===== src/logic/crp_pkg.sv =====
// Package of the chip reset pin control block: timing counts, carriers, states.
// Assumes a 10 MHz system clock.
package crp_pkg;

   // ************************************************************
   // Timing
   // ************************************************************
   localparam int unsigned CLK_PERIOD_NS      = 100;
   localparam int unsigned HARD_MIN_NS        = 1000;
   localparam int unsigned HARD_MIN_CYC       = (HARD_MIN_NS + CLK_PERIOD_NS - 1) / CLK_PERIOD_NS;
   localparam int unsigned DRIVE_NS           = 10000;
   localparam int unsigned DRIVE_CYC          = DRIVE_NS / CLK_PERIOD_NS;
   localparam int unsigned CNT_W              = 8;
   localparam int unsigned CFG_W              = 4;
   localparam logic [CFG_W-1:0] CFG_RST       = 4'h0;

   // ************************************************************
   // Carriers and states
   // ************************************************************
   typedef struct packed {
      logic watchdog;
      logic wake;
      logic dram;
      logic software;
   } crp_src_s;

   typedef struct packed {
      logic o;
      logic oe;
   } crp_pin_s;

   typedef enum logic [1:0] {
      ST_RUN   = 2'b00,
      ST_EXT   = 2'b01,
      ST_DRIVE = 2'b10,
      ST_WAIT  = 2'b11
   } crp_state_e;

endpackage


===== src/logic/crp_top.sv =====
// Reset pin control: open-drain hard reset line, power-on reset, boot configuration capture.
// Assumes reset source pulses come from logic on clk_sys_i; pins are asynchronous.
//
// Overview of operation
// Hard reset line is open drain; external assertion resets the chip synchronously.
// External agent holds the hard reset line low at least the minimum time.
// Power-on, hard, watchdog, wake-up and DRAM resets drive the line fixed time; code takes requests only in ST_RUN, a pulse in ST_EXT is lost.
// Software reset drives the line only when its enable input is set.
// Power-on reset low resets all logic asynchronously.
// Power-on reset is level sensitive; logic stays reset while it is low.
// Four configuration inputs are sampled at hardware reset and select boot option.
// External reset is synchronised; internal reset released synchronously after drive period.
`timescale 1ns/1ps
module crp_top
   import crp_pkg::*;
(
   // Clock and power-on reset
   input  wire logic             clk_sys_i,
   input  wire logic             rst_n_i,
   // Hard reset line, three signals
   input  wire logic             hard_reset_in_i,
   output logic                  hard_reset_o,
   output logic                  hard_reset_oe_o,
   // Internal reset requests
   input  wire crp_src_s         src_i,
   input  wire logic             sw_drive_en_i,
   // Configuration straps
   input  wire logic [CFG_W-1:0] cfg_i,
   // Results
   output logic                  chip_reset_n_o,
   output logic [CFG_W-1:0]      boot_cfg_o
);

   // ************************************************************
   // Reset release and pin synchronisers
   // ************************************************************
   logic             rst_s1_q, rst_n_q;
   logic             hr_s1_q, hr_q;
   logic [CFG_W-1:0] cfg_s1_q, cfg_q;

   // Assertion is immediate; release waits two edges.
   always_ff @(posedge clk_sys_i or negedge rst_n_i) begin
      if (!rst_n_i) begin
         rst_s1_q <= 1'b0;
         rst_n_q  <= 1'b0;
      end else begin
         rst_s1_q <= 1'b1;
         rst_n_q  <= rst_s1_q;
      end
   end

   // The line idles high; resetting the synchroniser high avoids a false request.
   always_ff @(posedge clk_sys_i or negedge rst_n_q) begin
      if (!rst_n_q) begin
         hr_s1_q  <= 1'b1;
         hr_q     <= 1'b1;
         cfg_s1_q <= CFG_RST;
         cfg_q    <= CFG_RST;
      end else begin
         hr_s1_q  <= hard_reset_in_i;
         hr_q     <= hr_s1_q;
         cfg_s1_q <= cfg_i;
         cfg_q    <= cfg_s1_q;
      end
   end

   // ************************************************************
   // Sequencer
   // ************************************************************
   crp_state_e       state_q, state_d;
   logic [CNT_W-1:0] cnt_q, cnt_d;
   logic             req_int;

   // Software reset only reaches the pin when enabled.
   assign req_int = src_i.watchdog | src_i.wake | src_i.dram | (src_i.software & sw_drive_en_i);

   always_comb begin
      state_d = state_q;
      cnt_d   = cnt_q;
      unique case (state_q)
         ST_RUN: begin
            if (req_int) begin
               state_d = ST_DRIVE;
               cnt_d   = CNT_W'(DRIVE_CYC - 1);
            end else if (!hr_q) begin
               // Short glitches are filtered by the minimum time count.
               state_d = ST_EXT;
               cnt_d   = CNT_W'(HARD_MIN_CYC - 1);
            end
         end
         ST_EXT: begin
            if (hr_q) begin
               state_d = ST_RUN;
            end else if (cnt_q == '0) begin
               // A recognised hard reset is answered by driving the line too.
               state_d = ST_DRIVE;
               cnt_d   = CNT_W'(DRIVE_CYC - 1);
            end else begin
               cnt_d = cnt_q - CNT_W'(1);
            end
         end
         ST_DRIVE: begin
            if (cnt_q == '0) begin
               state_d = ST_WAIT;
            end else begin
               cnt_d = cnt_q - CNT_W'(1);
            end
         end
         ST_WAIT: begin
            // Hold reset while someone outside still pulls the line low.
            if (hr_q) begin
               state_d = ST_RUN;
            end
         end
      endcase
   end

   // Power-on starts in the driving phase so the line is asserted after power-up.
   always_ff @(posedge clk_sys_i or negedge rst_n_q) begin
      if (!rst_n_q) begin
         state_q <= ST_DRIVE;
         cnt_q   <= CNT_W'(DRIVE_CYC - 1);
      end else begin
         state_q <= state_d;
         cnt_q   <= cnt_d;
      end
   end

   // ************************************************************
   // Outputs
   // ************************************************************
   // Open drain: output value is always low, only the enable moves.
   always_ff @(posedge clk_sys_i or negedge rst_n_q) begin
      if (!rst_n_q) begin
         hard_reset_o    <= 1'b0;
         hard_reset_oe_o <= 1'b1;
         chip_reset_n_o  <= 1'b0;
      end else begin
         hard_reset_o    <= 1'b0;
         hard_reset_oe_o <= (state_d == ST_DRIVE);
         // A low wire that is still being timed is not yet a reset, so the chip keeps running.
         chip_reset_n_o  <= (state_d == ST_RUN) || (state_d == ST_EXT);
      end
   end

   // Straps are taken while the chip is held in reset, frozen once it runs.
   always_ff @(posedge clk_sys_i or negedge rst_n_q) begin
      if (!rst_n_q) begin
         boot_cfg_o <= CFG_RST;
      end else if ((state_q == ST_DRIVE) || (state_q == ST_WAIT)) begin
         boot_cfg_o <= cfg_q;
      end
   end

endmodule


===== config.mk =====
export PLATFORM = sky130hd
export DESIGN_NAME = crp_top
export DESIGN_NICKNAME = d
export VERILOG_FILES = /design/src/logic/crp_pkg.sv /design/src/logic/crp_top.sv
export SDC_FILE = /design/constraint.sdc
export NUM_CORES = 1
export LEC_CHECK = 0
export BUFFER_PORTS_ARGS = -buffer_cell sky130_fd_sc_hd__buf_4
export CORE_MARGIN = 4
export CORE_UTILIZATION = 55
export DETAILED_ROUTE_END_ITERATION = 12
export PLACE_DENSITY = 0.88
export SLEW_MARGIN = 10
export SYNTH_ARGS = -nofsm -noshare
export SYNTH_HDL_FRONTEND = slang
export SYNTH_SLANG_ARGS = --single-unit

===== constraint.sdc =====
create_clock -name clk_sys_i -period 1.25 [get_ports clk_sys_i]
set_input_delay 0.125 -clock clk_sys_i [delete_from_list [all_inputs] [get_ports clk_sys_i]]
set_output_delay 0.125 -clock clk_sys_i [all_outputs]
set_load 0.1 [all_outputs]

### Word level (Yosys, flattened, before mapping)

Index checks and enable logic that the tools add are counted.

* add/subtract/negate cells: 1
* equal/unequal tests: 8
* muxes and demuxes: 13
* bitwise operators: 4
* reductions and logical operators: 7

Operator list (number)
* $mux W8: 5
* $pmux W8 S3: 1
* $mux W2: 6
* $logic_not A8 Y1: 1
* $pmux W2 S4: 1
* $sub A8 B1 Y8 const B: 1
* $eq A2 B2 Y1 const B: 3
* $eq A2 B1 Y1 const B: 2
* $logic_not A2 Y1: 2
* $ne A2 B2 Y1 const B: 2
* $reduce_and A4 Y1: 1
* $ne A3 B3 Y1 const B: 1
* $or A1 B1 Y1: 3
* $reduce_bool A3 Y1: 1
* $logic_or A1 B1 Y1: 2
* $and A1 B1 Y1: 1

* register bits after elaboration: 28
* bits of input ports: 12
* output and inout port bits: 7
* word-level logic and storage cells: 44

### Longest topological paths before layout

* depth after elaboration: 7
* depth in mapped cells: 7
* depth with buffers taken out: 6

### Least setup slack after synthesis

No wires, ideal clock.

* path type: register -> register
* start: register state_q[1]
* end: register cnt_q[2]
* setup time: 0.121 ns
* data arrival time: 1.787 ns
* required time: 1.129 ns
* setup slack: -0.658 ns
* stages on the path, launching flop included: 8
* buffers on the path: 1
* clock period less this slack: 1.908 ns
* cell sequence: dfstp_2 inv_1 ha_1 a21o_1 a31oi_1 clkbuf_1 o211ai_1 a22o_1

* word-level cells in the longest chain between the ends: 3
* elaborated cells between the ends (all ways): 9
* those cells by class: eq/ne: 5; mux: 1; reduce/logical: 3

Ends and longest elaborated chain
* start, declared: line crp_top.sv:70 `crp_state_e state_q, state_d;`
* start signal, assigned: line crp_top.sv:124 `state_q <= state_d;`
* $eq A2 B2 Y1, or another cell as far along: line crp_top.sv:80 `unique case (state_q)`
* $ne A2 B2 Y1 (no line), or another cell as far along
* $reduce_and A4 Y1 (no line)
* end signal, assigned: line crp_top.sv:122 `cnt_q <= CNT_W'(DRIVE_CYC - 1);`
* end signal, assigned: line crp_top.sv:125 `cnt_q <= cnt_d;`
* end, declared: line crp_top.sv:71 `logic [CNT_W-1:0] cnt_q, cnt_d;`

Parallel ways exist; a longest one is shown, timed or not.
A chain may end at the register's enable or synchronous reset.

### Worst setup path after layout

Ends and elaborated chain as after synthesis.

==> results.md <==
* Layout cells sized above 1 at 52.4%
* Worst-Skew Late Latency at 320 ps
* Syn Nets at 132
* Fin crit period at 1740 ps
* I/O pins at 19
* CP endpoint kind: register
* Final wirelength at 3710 um
* Chip Width at 57.7 um
* Crit path from: state_q[1]
* Synth cell count leaders: dfrtp_1, dfstp_2, inv_1
* RR Startpoint: state_q[1]
* Met2 GRT Util at 39.7%
* Synth warn at 0
* Post-synth top area share at 36.9%
* Comb pwr share at 68.5%
* PortBufs at 17
* DRT antenna net count at 0
* Failing checks: negative setup slack
* Switching power at 2820 uW
* Final instance area at 1960 sq um
* Max-Cap Viols at 0
* DP Wirelength at 2370 um
* Final TNS setup at -6290 ps
* GRT Overall Usage at 21.7%
* Maximum clock path buffer count at 2
* FF-to-FF End: cnt_q[2]
* Most frequent cell after synthesis: dfrtp_1
* Most used DFF post-synth: dfrtp_1
* Leakage at 0.000870 uW
* RSZ-0062 raised after global routing: true
* Startpoint types: register
* Sw Ratio at 46.9%
* Data required time of the worst path at 1470 ps
* H-tree depth at 1
* Synth unique cells at 44
* Fin util at 86.3%
* Clock root cell: clkbuf_4
* Fin crit share at 140%
* Fin. max-slew vios at 0
* Crit path DAT at 1960 ps
* Endpoints failing hold at 0
* Initial drt markers at 47
* DRC viols at 0
* Placeable Area at 2280 sq um
* Vias in the first global route at 1199
* Area leader, netlist: dfrtp_1
* Synth-to-Final Area Change at 44.6%
* PwrDens at 3060 nW/um^2
* Worst min-delay path class: input pin to async pin
* Initial core utilization at 59.6%
* Worst Setup EP: cnt_q[2]
* Average cell area after synthesis at 11.9 sq um
* Placer Congestion at 0.973
* ANT cells at 0
* Clock Sinks at 28
* Status: complete, but fails checks
* GRT overflow at 0
* Largest cells by area after synthesis: dfrtp_1, dfstp_2, ha_1
* Final setup violation count at 16
* Register area share after synthesis at 52.4%
* Drt pass-1 iters at 4
* DP Area at 1760 sq um
* Max Freq at 573 MHz
* Post-Syn Instances at 114
* First-pass GRT wire length at 5620 um
* Rows at 17
* GR Layer Usage met1 at 25.8%
* Vias/cell at 6.03
* Max Fanout on Critical Path at 6
* Seq pwr share at 24.4%
* Avg WL per Cell at 18.7 um
* Die area at 3330 sq um
* CTS tree: done
* Grt met3 use at 4.23%
* Worst-path clk slew at 150 ps
* Final WS setup at -494 ps
* Initial antenna violation count at 0
* Clock Skews at 6.39 ps
* Routed vias at 1193
* Synth Register Bits at 28
* Synthesized area at 1360 sq um
* R2r worst-path depth at 7
* Path type of the worst setup path: register to register
* R2R setup slack at -490 ps
* Async S/R FF share, synth at 100%
* Peak VDD IR at 2430 uV
* Nets at 189
* Final cell count without fillers at 198
* Pint at 3190 uW
* Clock power frac at 7.2%
* Largest net degree at the start of global routing at 27
* Inst Count DP at 186
* Die height at 57.7 um
* Total Power at 6010 uW
* TritonCTS Buffers at 3
* Number of synthesized flops with an enable pin at 0
* Global route hottest layer: met2
==> layout make-up <==
class | instances | area [sq um]
Sequential cell | 28 | 711
Multi-Input combinational cell | 75 | 711
Timing Repair Buffer | 55 | 440
Fill cell | 112 | 313
Clock buffer | 4 | 36.3
Tap cell | 28 | 35.0
Inverter | 8 | 30.0
==> power by group through the flow <==
stage / Combinational, uW / Sequential, uW / Clock, uW
after floorplan: 1700 / 2210 / 0
after global placement: 3480 / 1440 / 0
after detailed placement: 3640 / 1460 / 0
after CTS: 3790 / 1450 / 438
after global routing: 4360 / 1500 / 472
final: 4120 / 1470 / 431
==> how the worst min path moves through the flow <==
| stage | depth (start not counted) | slack [ps] | end |
|---|---|---|---|
| after floorplan | 0 | -170 | rst_n_q |
| after global placement | 1 | -90 | rst_s1_q |
| after detailed placement | 1 | -90 | rst_s1_q |
| after CTS | 2 | 100 | rst_s1_q |
| after global routing | 2 | 130 | rst_s1_q |
| final | 2 | 130 | rst_s1_q |
==> layer usage <==
metal	up-vias	share of wire (%)
li1	530	-
met1	582	36
met2	66	53
met3	15	7.4
met4	0	3.7
met5	-	0
==> cells by family after synthesis <==
group	share of synthesized area [%]
mux	4.06
buf+inv	3.87
compound gates	19.5
other cells	0.553
flops	52.4
simple gates	14.1
fa+ha+maj	5.53
==> placed cells by master, fill, tap and decap left out, types with 2 or more instances in the layout <==
| master | n |
|---|---|
| ha_4 | 3 |
| o22ai_1 | 2 |
| mux2_2 | 4 |
| nand3_1 | 2 |
| inv_1 | 5 |
| conb_1 | 2 |
| a21o_1 | 2 |
| clkbuf_4 | 3 |
| nand2_1 | 6 |
| o21ai_1 | 2 |
| o211ai_1 | 4 |
| inv_2 | 3 |
| a31oi_1 | 2 |
| a32oi_1 | 2 |
| nor3b_1 | 2 |
| nor2_1 | 4 |
| ha_1 | 2 |
| dlygate4sd3_1 | 6 |
| a21oi_1 | 3 |
| o31ai_1 | 2 |
| buf_6 | 2 |
| dfrtp_1 | 20 |
| dfstp_2 | 8 |
| buf_4 | 45 |
| a22o_1 | 4 |
==> state kept, by name, indices dropped and copies added, names as in the netlist <==
name / count
hr_s1_q: 1
rst_s1_q: 1
cfg_q: 4
cnt_q: 8
state_q: 2
boot_cfg_o: 4
cfg_s1_q: 4
rst_n_q: 1
chip_reset_n_o: 1
hr_q: 1
hard_reset_oe_o: 1
==> what timing repair did <==
item                                    in CTS  in global routing
setup buffers                                1                  1
hold buffers                                 6                  0
pin swaps                                    1                  3
cloned                                       0                  1
hold endpoints to repair                     7                  0
gates resized for setup                      7                 12
endpoints found under the setup margin      17                 17
==> critical path: stages, from the launching register on <==
cell,delay [ps]
dfstp_2,590
inv_2,70
ha_4,170
a21o_1,190
a31oi_4,170
buf_6,150
o211ai_1,90
a22o_1,220
==> through the flow <==
step | worst slack [ps] | hold WS, ps
floorplan | -452 | -171
global placement | -425 | -92.3
detailed placement | -494 | -91.2
CTS | -471 | 100
global route | -549 | 128
finish | -494 | 132
(Power assumes the default switching activity.)
